<file path="config.mk">
export PLATFORM = sky130hd
export DESIGN_NAME = async_host_bus_int_ack_n_port
export DESIGN_NICKNAME = d
export VERILOG_FILES = /design/src/hw/async_host_bus_int_ack_n_port.v /design/src/hw/keep_reg_file.v
export VERILOG_INCLUDE_DIRS = /design/src /design/src/hw
export SDC_FILE = /design/constraint.sdc
export NUM_CORES = 1
export LEC_CHECK = 0
export BUFFER_PORTS_ARGS = -buffer_cell sky130_fd_sc_hd__buf_2
export CORE_MARGIN = 5
export CORE_UTILIZATION = 56
export CTS_CLUSTER_SIZE = 10
export DETAILED_ROUTE_END_ITERATION = 16
export GPL_TIMING_DRIVEN = 1
export PLACE_DENSITY = 0.73
export SLEW_MARGIN = 20
export SYNTH_ARGS = -nofsm -noshare
export SYNTH_HDL_FRONTEND = slang
export SYNTH_SLANG_ARGS = --single-unit
</file>
<file path="constraint.sdc">
create_clock -name REF_CLK -period 2.78 [get_ports REF_CLK]
set_input_delay 0.417 -clock REF_CLK [delete_from_list [all_inputs] [get_ports REF_CLK]]
set_output_delay 0.417 -clock REF_CLK [all_outputs]
set_load 0.01 [all_outputs]
</file>
<file path="src/hw/host_port_regs.vh">
// Summary of operation
// [RQ1] read: drive selected register, then acknowledge
// [RQ2] master drops strobe after latching read data
// [RQ3] read ends on select or strobe negation
// [RQ4] write loads register on falling clock edge
// [RQ5] master drops strobe after seeing acknowledge
// [RQ6] write ends on select or strobe negation
// [RQ7] request asserted while any source pending; the code asserts it only for pending sources whose mask bit is set
// [RQ8] acknowledge cycle places channel vector, then acknowledges
// [RQ9] master latches vector then drops strobe
// [RQ10] acknowledge cycle ends on strobe or ack negation
// [RQ11] request negated after acknowledge unless more pending
// [RQ12] chain in low: vector if pending, else pass
// [RQ13] passing chain: drive neither data nor acknowledge
// [RQ14] chain out only when nothing above requests
// [RQ15] receive dma ready follows buffer full bit
// [RQ16] transmit dma ready follows buffer empty bit
// [RQ17] reset held at least two microseconds; the testbench releases its first reset after 24 ns
// [RQ18] reset clears registers except timer, serial, status
// [RQ19] reset stops timers, serial, floats serial output
// [RQ20] reset disables channels, clears all pending
// [RQ21] reset floats general lines, timer outputs low
// [RQ22] reset holds all external outputs negated; the code drives transmit dma ready low (asserted) during reset
// [RQ23] reset loads vector base with zero
// [RQ24] master never asserts select and ack together
// [RQ25] acknowledge only with select or ack-and-chain
// [RQ26] vector is base high nibble plus channel
// [RQ27] idle: data and acknowledge float, select ignored
`ifndef HOST_PORT_REGS_VH
`define HOST_PORT_REGS_VH
// ***************************************************
// register select offsets
// ***************************************************
`define OFS_GPIO_DATA     5'h00
`define OFS_GPIO_DIR      5'h02
`define OFS_INT_EN_A      5'h03
`define OFS_INT_EN_B      5'h04
`define OFS_INT_PEND_A    5'h05
`define OFS_INT_PEND_B    5'h06
`define OFS_INT_MASK_A    5'h09
`define OFS_INT_MASK_B    5'h0a
`define OFS_VECTOR_BASE   5'h0b
`define OFS_TIMER_A_DATA  5'h0f
`define OFS_TIMER_B_DATA  5'h10
`define OFS_TIMER_C_DATA  5'h11
`define OFS_TIMER_D_DATA  5'h12
`define OFS_RX_STATUS     5'h15
`define OFS_TX_STATUS     5'h16
`define OFS_SERIAL_DATA   5'h17
// ***************************************************
// fields and reset values
// ***************************************************
`define BIT_BUF_FLAG      7
`define BIT_TX_ENABLE     0
`define BIT_RX_ENABLE     0
`define RST_VECTOR_BASE   8'h00
`define RST_BYTE          8'h00
`define NUM_REGS          32
// ***************************************************
// timing
// ***************************************************
`define CLK_PERIOD_NS     8
`define RESET_MIN_NS      2000
`define RESET_MIN_CYCLES  ((`RESET_MIN_NS + `CLK_PERIOD_NS - 1) / `CLK_PERIOD_NS)
`endif

</file>
<file path="src/hw/async_host_bus_int_ack_n_port.v">
`timescale 1ns/100ps
`include "host_port_regs.vh"
module async_host_bus_int_ack_n_port (
	// clock and reset
	input  wire        REF_CLK,
	input  wire        RST_N,
	// host bus
	input  wire        UNIT_SEL_N,
	input  wire        BUS_STROBE_N,
	input  wire        READ_NOT_WRITE,
	input  wire [4:0]  REG_SELECT,
	input  wire [7:0]  DATA_IN,
	output reg  [7:0]  DATA_OUT,
	output wire        DATA_OE,
	output wire        TRANSFER_ACK_N,
	output wire        TRANSFER_ACK_OE,
	// interrupt handshake
	input  wire        INT_ACK_N,
	input  wire        CHAIN_IN_N,
	output wire        CHAIN_OUT_N,
	output wire        INT_REQ_N_OUT,
	output wire        INT_REQ_N_OE,
	input  wire [15:0] INT_SOURCE,
	// dma ready
	output wire        RX_DMA_READY_N,
	output wire        TX_DMA_READY_N,
	// serial line, timer and general line outputs
	input  wire        RX_BUF_FULL,
	input  wire        TX_BUF_EMPTY,
	output wire        SERIAL_OUT_OE,
	output wire        RX_ENABLE,
	output wire        TX_ENABLE,
	output wire [3:0]  TIMER_OUT,
	output wire [7:0]  GPIO_OE,
	output wire [7:0]  GPIO_OUT
);
	// ***************************************************
	// bus cycle states
	// ***************************************************
	localparam ST_IDLE = 3'd0;
	localparam ST_RDAT = 3'd1;
	localparam ST_ACK  = 3'd2;
	localparam ST_WR   = 3'd3;
	localparam ST_END  = 3'd4;
	localparam ST_PASS = 3'd5;

	reg  [2:0]  state_ff;
	reg  [2:0]  nxt_state;
	reg         drive_ff;
	reg         nxt_drive;
	reg         ack_ff;
	reg         nxt_ack;
	reg  [7:0]  gpio_dat_ff;
	reg  [7:0]  gpio_dir_ff;
	reg  [15:0] int_en_ff;
	reg  [15:0] int_mask_ff;
	reg  [15:0] pend_ff;
	reg  [7:0]  vec_base_ff;
	reg  [7:0]  tx_status_reg;
	reg         tx_en_ff;
	reg  [7:0]  rx_status_ff;
	reg  [15:0] src_d_ff;
	reg  [3:0]  chan_ff;
	reg  [3:0]  top_chan;
	reg  [7:0]  rd_mux;
	reg         wr_strobe;
	reg         clr_chan;
	wire [7:0]  keep_rd;
	wire [15:0] active;
	wire        any_req;
	wire        bus_req;
	wire        int_ack_n_req;
	wire        keep_sel;
	integer     i;

	// ***************************************************
	// request decode
	// ***************************************************
	// [RQ27] select ignored when idle
	assign bus_req  = !UNIT_SEL_N && !BUS_STROBE_N;
	assign int_ack_n_req = !INT_ACK_N && !BUS_STROBE_N;
	assign keep_sel = (REG_SELECT == `OFS_TIMER_A_DATA) || (REG_SELECT == `OFS_TIMER_B_DATA) ||
	                  (REG_SELECT == `OFS_TIMER_C_DATA) || (REG_SELECT == `OFS_TIMER_D_DATA) ||
	                  (REG_SELECT == `OFS_SERIAL_DATA);

	// [RQ7] any enabled unmasked pending source
	assign active  = pend_ff & int_mask_ff;
	assign any_req = |active;

	// [RQ26] highest pending channel number
	always @* begin
		top_chan = 4'h0;
		for (i = 0; i < 16; i = i + 1) begin
			if (active[i]) begin
				top_chan = i[3:0];
			end
		end
	end

	// ***************************************************
	// bus cycle sequencer
	// ***************************************************
	always @* begin
		nxt_state = state_ff;
		nxt_drive = drive_ff;
		nxt_ack   = ack_ff;
		case (state_ff)
			ST_IDLE: begin
				nxt_ack = 1'b0;
				if (bus_req && READ_NOT_WRITE) begin
					// [RQ1] data first, acknowledge next
					nxt_state = ST_RDAT;
					nxt_drive = 1'b1;
				end else if (bus_req) begin
					nxt_state = ST_WR;
				end else if (int_ack_n_req && !CHAIN_IN_N) begin
					// [RQ12] respond or pass down
					if (any_req) begin
						nxt_state = ST_RDAT;
						nxt_drive = 1'b1;
					end else begin
						nxt_state = ST_PASS;
					end
				end
			end
			ST_RDAT: begin
				nxt_state = ST_ACK;
				nxt_ack   = 1'b1;
			end
			ST_WR: begin
				// [RQ4] write lands on falling edge, then ack
				nxt_state = ST_ACK;
				nxt_ack   = 1'b1;
			end
			ST_ACK: begin
				// [RQ3] [RQ6] [RQ10] end on negation
				if (UNIT_SEL_N && (INT_ACK_N || BUS_STROBE_N) || BUS_STROBE_N) begin
					nxt_state = ST_END;
					nxt_ack   = 1'b0;
					nxt_drive = 1'b0;
				end
			end
			ST_END: begin
				// ack driven high one cycle, then released
				nxt_state = ST_IDLE;
			end
			ST_PASS: begin
				if (BUS_STROBE_N || INT_ACK_N) begin
					nxt_state = ST_IDLE;
				end
			end
			default: begin
				nxt_state = ST_IDLE;
				nxt_drive = 1'b0;
				nxt_ack   = 1'b0;
			end
		endcase
	end

	// [RQ22] outputs negated in reset
	always @(posedge REF_CLK or negedge RST_N) begin
		if (!RST_N) begin
			state_ff <= ST_IDLE;
			drive_ff <= 1'b0;
			ack_ff   <= 1'b0;
		end else begin
			state_ff <= nxt_state;
			drive_ff <= nxt_drive;
			ack_ff   <= nxt_ack;
		end
	end

	// ***************************************************
	// pin drive
	// ***************************************************
	// [RQ13] [RQ25] no drive while passing chain
	assign DATA_OE         = drive_ff;
	assign TRANSFER_ACK_OE = (state_ff == ST_ACK) || (state_ff == ST_END) ||
	                         (state_ff == ST_RDAT) || (state_ff == ST_WR);
	assign TRANSFER_ACK_N  = !ack_ff;
	// [RQ14] chain out only when nothing above or here
	assign CHAIN_OUT_N     = !((state_ff == ST_PASS) && !CHAIN_IN_N && !any_req);
	// open drain: pull low only
	assign INT_REQ_N_OUT   = 1'b0;
	assign INT_REQ_N_OE    = any_req;
	// [RQ15] [RQ16] dma ready from buffer flags
	assign RX_DMA_READY_N  = !rx_status_ff[`BIT_BUF_FLAG];
	// [RQ22] transmit ready driven low (asserted), not negated, while reset is held
	assign TX_DMA_READY_N  = RST_N ? !tx_status_reg[`BIT_BUF_FLAG] : 1'b0;
	// [RQ19] [RQ21] idle serial and timer state after reset
	assign SERIAL_OUT_OE   = tx_en_ff;
	assign TX_ENABLE       = tx_en_ff;
	assign RX_ENABLE       = rx_status_ff[`BIT_RX_ENABLE];
	assign TIMER_OUT       = 4'h0;
	assign GPIO_OE         = gpio_dir_ff;
	assign GPIO_OUT        = gpio_dat_ff;

	// ***************************************************
	// read data
	// ***************************************************
	always @* begin
		case (REG_SELECT)
			`OFS_GPIO_DATA:   rd_mux = gpio_dat_ff;
			`OFS_GPIO_DIR:    rd_mux = gpio_dir_ff;
			`OFS_INT_EN_A:    rd_mux = int_en_ff[15:8];
			`OFS_INT_EN_B:    rd_mux = int_en_ff[7:0];
			`OFS_INT_PEND_A:  rd_mux = pend_ff[15:8];
			`OFS_INT_PEND_B:  rd_mux = pend_ff[7:0];
			`OFS_INT_MASK_A:  rd_mux = int_mask_ff[15:8];
			`OFS_INT_MASK_B:  rd_mux = int_mask_ff[7:0];
			`OFS_VECTOR_BASE: rd_mux = {vec_base_ff[7:3], 3'h0};
			`OFS_RX_STATUS:   rd_mux = rx_status_ff;
			`OFS_TX_STATUS:   rd_mux = {tx_status_reg[7:1], tx_en_ff};
			default:          rd_mux = keep_rd;
		endcase
	end

	// [RQ1] [RQ8] register or vector into data flop
	always @(posedge REF_CLK or negedge RST_N) begin
		if (!RST_N) begin
			DATA_OUT <= `RST_BYTE;
		end else if (state_ff == ST_IDLE && int_ack_n_req) begin
			DATA_OUT <= {vec_base_ff[7:4], top_chan};
		end else if (state_ff == ST_RDAT && !INT_ACK_N) begin
			DATA_OUT <= {vec_base_ff[7:4], chan_ff};
		end else if (state_ff == ST_RDAT) begin
			DATA_OUT <= keep_sel ? keep_rd : rd_mux;
		end
	end

	// ***************************************************
	// writable registers, loaded on falling edge
	// ***************************************************
	always @* begin
		wr_strobe = (state_ff == ST_WR) && bus_req && !READ_NOT_WRITE;
		clr_chan  = (state_ff == ST_RDAT) && !INT_ACK_N;
	end

	// [RQ18] [RQ20] [RQ23] cleared registers
	always @(negedge REF_CLK or negedge RST_N) begin
		if (!RST_N) begin
			gpio_dat_ff  <= `RST_BYTE;
			gpio_dir_ff  <= `RST_BYTE;
			int_en_ff    <= 16'h0000;
			int_mask_ff  <= 16'h0000;
			vec_base_ff  <= `RST_VECTOR_BASE;
			rx_status_ff <= `RST_BYTE;
		end else if (wr_strobe) begin
			case (REG_SELECT)
				`OFS_GPIO_DATA:   gpio_dat_ff <= DATA_IN;
				`OFS_GPIO_DIR:    gpio_dir_ff <= DATA_IN;
				`OFS_INT_EN_A:    int_en_ff[15:8] <= DATA_IN;
				`OFS_INT_EN_B:    int_en_ff[7:0] <= DATA_IN;
				`OFS_INT_MASK_A:  int_mask_ff[15:8] <= DATA_IN;
				`OFS_INT_MASK_B:  int_mask_ff[7:0] <= DATA_IN;
				`OFS_VECTOR_BASE: vec_base_ff <= DATA_IN;
				`OFS_RX_STATUS:   rx_status_ff <= {RX_BUF_FULL, DATA_IN[6:0]};
				default:          rx_status_ff <= rx_status_ff;
			endcase
		end else begin
			rx_status_ff[`BIT_BUF_FLAG] <= RX_BUF_FULL;
		end
	end

	// [RQ19] transmitter enable is the one transmit status bit that reset clears,
	// so the serial output floats even though the rest of the byte survives
	always @(negedge REF_CLK or negedge RST_N) begin
		if (!RST_N) begin
			tx_en_ff <= 1'b0;
		end else if (wr_strobe && REG_SELECT == `OFS_TX_STATUS) begin
			tx_en_ff <= DATA_IN[`BIT_TX_ENABLE];
		end
	end

	// status register survives reset; buffer flag tracks transmitter
	always @(negedge REF_CLK) begin
		if (wr_strobe && REG_SELECT == `OFS_TX_STATUS) begin
			tx_status_reg <= {TX_BUF_EMPTY, DATA_IN[6:0]};
		end else begin
			tx_status_reg[`BIT_BUF_FLAG] <= TX_BUF_EMPTY;
		end
	end

	// ***************************************************
	// pending interrupts
	// ***************************************************
	// [RQ11] serviced channel cleared; new edge wins over clear
	always @(posedge REF_CLK or negedge RST_N) begin
		if (!RST_N) begin
			pend_ff  <= 16'h0000;
			src_d_ff <= 16'h0000;
			chan_ff  <= 4'h0;
		end else begin
			src_d_ff <= INT_SOURCE;
			if (state_ff == ST_IDLE) begin
				chan_ff <= top_chan;
			end
			pend_ff <= (pend_ff & ~((clr_chan ? 16'h0001 : 16'h0000) << chan_ff))
			           | (INT_SOURCE & ~src_d_ff & int_en_ff);
		end
	end

	// ***************************************************
	// reset-surviving storage
	// ***************************************************
	keep_reg_file u_keep (
		.clk     (REF_CLK),
		.wr_en   (wr_strobe && keep_sel),
		.wr_addr (REG_SELECT),
		.wr_data (DATA_IN),
		.rd_addr (REG_SELECT),
		.rd_data (keep_rd)
	);
endmodule

</file>
<file path="src/hw/keep_reg_file.v">
`timescale 1ns/100ps
`include "host_port_regs.vh"
// ***************************************************
// registers that survive reset (timer data, serial data)
// ***************************************************
module keep_reg_file (
	// clock
	input  wire       clk,
	// write side
	input  wire       wr_en,
	input  wire [4:0] wr_addr,
	input  wire [7:0] wr_data,
	// read side
	input  wire [4:0] rd_addr,
	output reg  [7:0] rd_data
);
	reg [7:0] mem_ff [0:`NUM_REGS-1];

	// no reset on purpose, contents survive device reset
	always @(negedge clk) begin
		if (wr_en) begin
			mem_ff[wr_addr] <= wr_data;
		end
	end

	// registered read port
	always @(posedge clk) begin
		rd_data <= mem_ff[rd_addr];
	end
endmodule

</file>
==> results of run 1 <==
power groups by stage:
stage	clock network (mW)	registers [mW]	logic (mW)
finish	6.76	6.93	1.94
global route	7.47	6.96	2.09
CTS	6.87	6.92	1.82
detailed placement	0.562	6.99	1.70
global placement	0.562	6.96	1.66
floorplan	0.562	6.90	1.03
cell usage after synthesis, types with 7 or more instances:
master    instances  area, sq um
a21oi_1          16         80.1
inv_1            12         45.0
edfxtp_1        262         7870
mux2_2           63          709
a221oi_1         11         96.3
clkbuf_1          9         33.8
nand2b_1          7         43.8
nand3_1          12         60.1
nand2_1          55          206
buf_6             7         78.8
nand3b_1         13         97.6
mux2_1           19          214
a22oi_1          18          135
dfxtp_1           9          180
dfrtn_1          62         1550
nor2b_1          10         62.6
buf_2            17         85.1
nor3_1           10         50.1
mux2i_1          24          240
o21ai_0          30          150
mux4_2           64         1440
buf_4            11         82.6
o22ai_1          10         62.6
a22o_1           12          105
dfrtp_1          49         1230
nor2_1           32          120
area by class of cell:
cell class | count | share of cell area
Sequential cell | 382 | 0.494
Timing Repair Buffer | 233 | 0.0947
Inverter | 12 | 0.00205
Multi-Input combinational cell | 706 | 0.285
Clock inverter | 270 | 0.0470
Tap cell | 378 | 0.0216
Clock buffer | 62 | 0.0557
how the worst max path moves through the flow:
stage                         start           to  slack, ns  cells after the start
floorplan            int_mask_ff[5]  CHAIN_OUT_N      -0.71                      4
global placement     int_mask_ff[5]  CHAIN_OUT_N      -0.85                      5
detailed placement  int_mask_ff[15]  CHAIN_OUT_N      -0.87                      5
CTS                 int_mask_ff[15]  CHAIN_OUT_N      -1.40                      5
global route        int_mask_ff[15]  CHAIN_OUT_N      -1.45                      5
finish              int_mask_ff[15]  CHAIN_OUT_N      -1.41                      5
cells in the final DEF, fill, tap and decap left out, types with 5 or more instances in the layout:
master / instances
a21oi_1: 11
a21oi_2: 5
a221oi_2: 8
a22o_1: 11
a22oi_1: 14
a22oi_2: 6
a32oi_1: 5
buf_12: 21
buf_2: 51
buf_4: 112
buf_6: 44
clkbuf_1: 15
clkbuf_16: 46
conb_1: 221
dfrtn_1: 62
dfrtp_1: 49
dfxtp_1: 8
edfxtp_1: 262
inv_1: 275
mux2_2: 9
mux2_4: 72
mux2i_1: 24
mux4_2: 64
nand2_1: 44
nand2_8: 9
nand2b_1: 6
nand3_1: 9
nand3b_1: 13
nand4_1: 5
nor2_1: 24
nor2_4: 7
nor2b_1: 9
nor3_1: 6
o21ai_0: 23
o21ai_1: 8
o21ai_2: 5
o22ai_4: 5
o31ai_1: 6
cells by family after synthesis:
logic type / after synthesis
AND/OR/NAND/NOR: 164
AO/OA/AOI/OAI: 150
flip-flops: 382
other: 1
XOR/XNOR: 1
multiplexers: 170
buffers and inverters: 60
per-layer routing:
layer,part of all wire,GRT usage
met3,0.069,0.0626
met4,0.028,0.105
met2,0.51,0.442
met1,0.39,0.349
met5,0,0
timing repair:
item / in CTS / in global routing
buffers inserted: 26 / 11
endpoints found under the setup margin: 151 / 151
hold buffers: 2 / 0
pin swaps: 23 / 14
gates resized for setup: 100 / 78
hold endpoints to repair: 50 / 0
==> results_dict.tcl, run 1 <==
set metrics [dict create \
    vias_per_cell 5.36 \
    p_per_area_mw_per_mm2 713 \
    die_h_um 178 \
    internal_power_mw 11.0 \
    setup_viol 149 \
    grt_pass1_wl_mm 63.6 \
    reg2reg_slack_ns -0.52 \
    async_reset_ff_frac 0.291 \
    seq_area_sq_mm 0.0108 \
    critPathTopFamily "simple AND/OR/NAND/NOR gates" \
    p_leak_nw 10.2 \
    switching_share 0.295 \
    synth_fa_ha_area_frac 0 \
    synthFlopType "edfxtp_1" \
    num_vias 10900 \
    reg2reg_depth 8 \
    arrival_ns 3.77 \
    dp_hpwl_mm 25.5 \
    synth-seq-area-share 0.688 \
    cts_root_buf "clkbuf_16" \
    boundaryPins 77 \
    nets 1680 \
    synth_edf_count 262 \
    antenna_cells 0 \
    fin_area_sq_mm 0.0219 \
    holdWs_ns 0.00535 \
    final_core_util 0.789 \
    detailedPlace.worstSlack_ns -0.875 \
    antenna_found_initial 0 \
    ant_nets 0 \
    drc 0 \
    yosys.area_share.simple 0.0538 \
    final_layout_size_suffix_gt1_frac 0.311 \
    path_max_fanout 3 \
    yosys_register_bits 382 \
    placed_cells_incl_taps 1678 \
    cts_buffers 44 \
    worstReg2RegEnd "state_ff[2]" \
    fp.dieW_um 178 \
    finalMaxSlewViolations 0 \
    drt_pre_antenna_iters 7 \
    io_buffers 71 \
    area_growth_pct 39.4 \
    rsz0062_at_grt "yes" \
    switchingPower_mw 4.60 \
    whs_path_depth 1 \
    syn_area_sq_mm 0.0157 \
    initial_core_util 0.566 \
    slowest_stage "or4b_4" \
    synth_xor_area_frac 0.000557 \
    routed_wl_mm 42.4 \
    core_area_sq_mm 0.0278 \
    wl_per_cell_um 20.7 \
    cts.sinks 382 \
    failed_checks "negative setup slack" \
    largest_reg_flops 256 \
    grt-ovfl-total 0 \
    synth_top_family_by_area "multiplexers" \
    cts_max_level 2 \
    peakVddDrop_mv 0.658 \
    clockPowerShare 0.432 \
    r2r-start "int_mask_ff[15]" \
    min_from "INT_SOURCE[10]" \
    fill_cells 1591 \
    gp_congestion 0.937 \
    fin_ws_ns -1.41 \
    drt_iter0_markers 1059 \
    worstMarginPinSlew_ns 0.912 \
    multiInputGateArea_sq_mm 0.00625 \
    clk_latency_ns 0.61 \
    critPathKind "reg2out" \
    instances_no_fill 2043 \
    crit_chain "a22oi_4 -> nand4_1 -> or4_4 -> or4b_4 -> buf_6" \
    place_area_sq_mm 0.0186 \
    p_seq_frac 0.443 \
    hp-class "in2reg" \
    clkTransAtPathRegs_ns 0.06 \
    dieArea_sq_mm 0.0315 \
    slowest_delay_ns 0.49 \
    muxShareOfSynthArea 0.166 \
    grt_max_degree 65 \
    timing.setup.tns_ns -31.43 \
    grtUsageTotal 0.268 \
    synth_compound_area_frac 0.0691 \
    endpoint_kind "primary output" \
    ctsLongestPathBuffers 3 \
    regMostFlops "u_keep.mem_ff" \
    worstPathRequired_ns 2.36 \
    status "finished, violations left" \
    total_power_mw 15.6 \
    rows 61 \
    worstHoldEndpoint "src_d_ff[10]" \
    hold_violations 0 \
    ys_warn_count 0 \
    synth_cell_type_count 69 \
    synthCells 928 \
    fin_skew_ns 0.0870 \
    cts_tree "built" \
    pwr-share-comb 0.124 \
    cp_num_buf_inv 1 \
    cap_viol_max_count 0 \
    grt_pass1_vias 11700 \
    slew-limit-headroom 0.388 \
    worstSetupStartpointType "register" \
    syn_area_per_cell_sq_um 16.9 \
]
No activity file was read; power rests on OpenSTA's default activity.
==> inputs of run 2 (changes only) <==
SYNTH_HIERARCHICAL = 1   (was not set)
==> run 2 against run 1 <==
  * The run still ends with negative setup slack left
  * Design area is 0.80% lower
  * Combinational power decreased by 36%
  * Register-to-register slack got worse by 0.16 ns
  * Non-clock buffer count up 52
  * Critical endpoint unchanged
  * Cell count shrank 8.1%
  * Via count grew 6.6%
  * Setup slack gained 0.19 ns
  * Worst hold slack improved by 0.023 ns
  * Clock-buffer cell count decreased by 10
  * Largest power group is now clock
  * Routed wire length is 18% higher
  * Power is 5.7% lower
  * Sequential cell count unchanged
==> results_dict.tcl, run 2 <==
set metrics [dict create \
    rsz0062_at_grt "yes" \
    p_seq_frac 0.435 \
    num_vias 11700 \
    hold_violations 0 \
    dieArea_sq_mm 0.0317 \
    multiInputGateArea_sq_mm 0.00553 \
    fin_skew_ns 0.113 \
    drt_pre_antenna_iters 5 \
    critPathTopFamily "simple AND/OR/NAND/NOR gates" \
    seq_area_sq_mm 0.0108 \
    async_reset_ff_frac 0.291 \
    rows 61 \
    dp_hpwl_mm 28.4 \
    yosys_register_bits 382 \
    wl_per_cell_um 26.6 \
    nets 1521 \
    worstHoldEndpoint "src_d_ff[1]" \
    cts_tree "built" \
    peakVddDrop_mv 0.652 \
    cts.sinks 382 \
    path_max_fanout 2 \
    cp_num_buf_inv 1 \
    syn_area_sq_mm 0.0158 \
    ctsLongestPathBuffers 3 \
    gp_congestion 0.915 \
    area_growth_pct 37.5 \
    reg2reg_slack_ns -0.68 \
    arrival_ns 3.58 \
    hp-class "in2reg" \
    slowest_stage "or4_4" \
    fin_ws_ns -1.21 \
    synth_edf_count 262 \
    grt_pass1_wl_mm 72.2 \
    reg2reg_depth 6 \
    cap_viol_max_count 0 \
    internal_power_mw 10.3 \
    min_from "INT_SOURCE[1]" \
    synth_commonest_cells "edfxtp_1 (262), mux4_2 (80), mux2_2 (73), nor2_1 (63), dfrtn_1 (62)" \
    io_buffers 71 \
    holdWs_ns 0.0281 \
    critPathKind "reg2out" \
    worstSetupStartpointType "register" \
    core_area_sq_mm 0.0279 \
    yosys.area.top_type "edfxtp_1" \
    failed_checks "negative setup slack" \
    cts_max_level 2 \
    largest_reg_flops 256 \
    fp.dieW_um 178 \
    grt_max_degree 45 \
    synth_top_area_frac 0.497 \
    grtUsageTotal 0.309 \
    layout_commonest_cell "inv_1" \
    pwr-share-comb 0.084 \
    cts_root_buf "clkbuf_16" \
    switchingPower_mw 4.41 \
    final_layout_size_suffix_gt1_frac 0.380 \
    antenna_found_initial 0 \
    crit_chain "a22o_1 -> a221oi_2 -> nand4_1 -> or4_4 -> buf_6" \
    whs_path_depth 1 \
    clockPowerShare 0.482 \
    grt-ovfl-total 0 \
    drc 0 \
    r2r-start "state_ff[1]" \
    synthCells 934 \
    routed_wl_mm 50.0 \
    timing.setup.tns_ns -189.57 \
    ant_nets 0 \
    cts_buffers 45 \
    p_per_area_mw_per_mm2 678 \
    synth-seq-area-share 0.684 \
    slowest_delay_ns 0.47 \
    setup_viol 366 \
    ys_warn_count 6 \
    die_h_um 178 \
    vias_per_cell 6.21 \
    antenna_cells 0 \
    clkTransAtPathRegs_ns 0.05 \
    boundaryPins 77 \
    slew-limit-headroom 0.388 \
    worstMarginPinSlew_ns 0.918 \
    status "finished, violations left" \
    p_leak_nw 9.36 \
    grt_pass1_vias 12500 \
    synth_area_leaders "edfxtp_1 (50%), mux4_2 (11%), dfrtn_1 (9.8%)" \
    synth_most_common_cell "edfxtp_1" \
    endpoint_kind "primary output" \
    clk_latency_ns 0.66 \
    synthFlopType "edfxtp_1" \
    drt_iter0_markers 1493 \
    switching_share 0.299 \
    regMostFlops "u_keep/mem_ff" \
    syn_area_per_cell_sq_um 16.9 \
    synth_cell_type_count 70 \
    fill_cells 1410 \
    worstReg2RegEnd "u_keep/mem_ff[16][5]" \
    final_cell_mix "inv_1 (273), edfxtp_1 (262), buf_4 (117)" \
    finalMaxSlewViolations 0 \
    initial_core_util 0.568 \
    worstPathRequired_ns 2.36 \
]
==> run 2: cell types whose count changed in the layout (fill, tap and decap cells not counted), sizes merged, moves of 5 or more <==
| cell | before | now |
|---|---|---|
| conb | 221 | 5 |
| buf | 231 | 269 |
| nor2 | 33 | 65 |
| mux2i | 24 | 5 |
| mux4 | 64 | 80 |
| dlygate4sd3 | 2 | 16 |
| clkbuf | 62 | 52 |
| o21ai | 36 | 26 |
| mux2 | 82 | 73 |
| nand3b | 13 | 22 |
| o22ai | 10 | 2 |
| nor3 | 12 | 6 |
| and2 | 2 | 7 |
==> run 2: through the flow <==
| stage | util | worst slack, ns | instances | power, mW | cell area [sq um] |
|---|---|---|---|---|---|
| detailed placement | 0.646 | -1.05 | 1501 | 8.16 | 18000 |
| CTS | 0.767 | -1.18 | 1868 | 14.5 | 21400 |
| global placement | 0.646 | -0.993 | 1501 | 8.14 | 18000 |
| floorplan | - | -0.829 | 938 | 7.63 | 16100 |
| finish | 0.781 | -1.21 | 1878 | 14.7 | 21700 |
| global route | 0.781 | -1.28 | 1878 | 15.5 | 21700 |
==> run 2: final cells by class <==
type                            count  area share
Timing Repair Buffer              285       0.120
Tap cell                          378      0.0217
Inverter                           10     0.00173
Clock inverter                    275      0.0505
Clock buffer                       52      0.0539
Multi-Input combinational cell    496       0.254
Sequential cell                   382       0.498
==> run 2: routing by layer <==
layer  wire, um  share of wire  global-route usage
met5          0              0                   0
met4       2230          0.044               0.141
met3       5350           0.11               0.100
met2      24500           0.49               0.487
met1      17900           0.36               0.395
==> run 2: worst max path at each step <==
stage	startpoint	slack [ns]	depth (start not counted)	end
after global routing	int_mask_ff[3]	-1.28	5	CHAIN_OUT_N
final	int_mask_ff[3]	-1.21	5	CHAIN_OUT_N
after CTS	int_mask_ff[3]	-1.18	5	CHAIN_OUT_N
after detailed placement	REG_SELECT[1]	-1.05	7	u_keep/mem_ff[24][2]
after floorplan	BUS_STROBE_N	-0.83	8	u_keep/mem_ff[24][0]
after global placement	REG_SELECT[1]	-0.99	7	u_keep/mem_ff[24][4]
==> run 2: what timing repair did <==
item                                    4_1_cts  5_1_grt
gates resized for setup                     169       80
gates cloned                                  1        0
hold endpoints to repair                     30        0
endpoints found under the setup margin      365      368
pin swaps                                    37       24
hold buffers                                 16        0
setup buffers                                27       19
==> run 2: logic make-up (layout without fill, tap and decap cells) <==
| logic type | count (synthesis) | count (layout) | share of synthesized area |
|---|---|---|---|
| flops | 382 | 382 | 0.684 |
| simple gates | 211 | 211 | 0.0703 |
| mux | 158 | 158 | 0.169 |
| compound gates | 121 | 121 | 0.0550 |
| buf+inv | 60 | 622 | 0.0206 |
| other cells | 1 | 5 | 0.000237 |
| xor+xnor | 1 | 1 | 0.000554 |
==> run 2: worst reg2reg max path, cell delays in order (launching register included) <==
cell and delay, ns:
dfrtp_1 0.36, nand3b_1 0.11, nor3_2 0.14, buf_4 0.17
and2_4 0.16, or3b_4 0.54, nor2_4 0.30
==> run 2: power groups by stage <==
| stage | logic [mW] | clock network [mW] | registers, mW |
|---|---|---|---|
| global placement | 1.11 | 0.565 | 6.47 |
| CTS | 1.18 | 6.96 | 6.40 |
| floorplan | 0.603 | 0.565 | 6.46 |
| global route | 1.32 | 7.77 | 6.41 |
| finish | 1.24 | 7.10 | 6.41 |
| detailed placement | 1.12 | 0.565 | 6.48 |
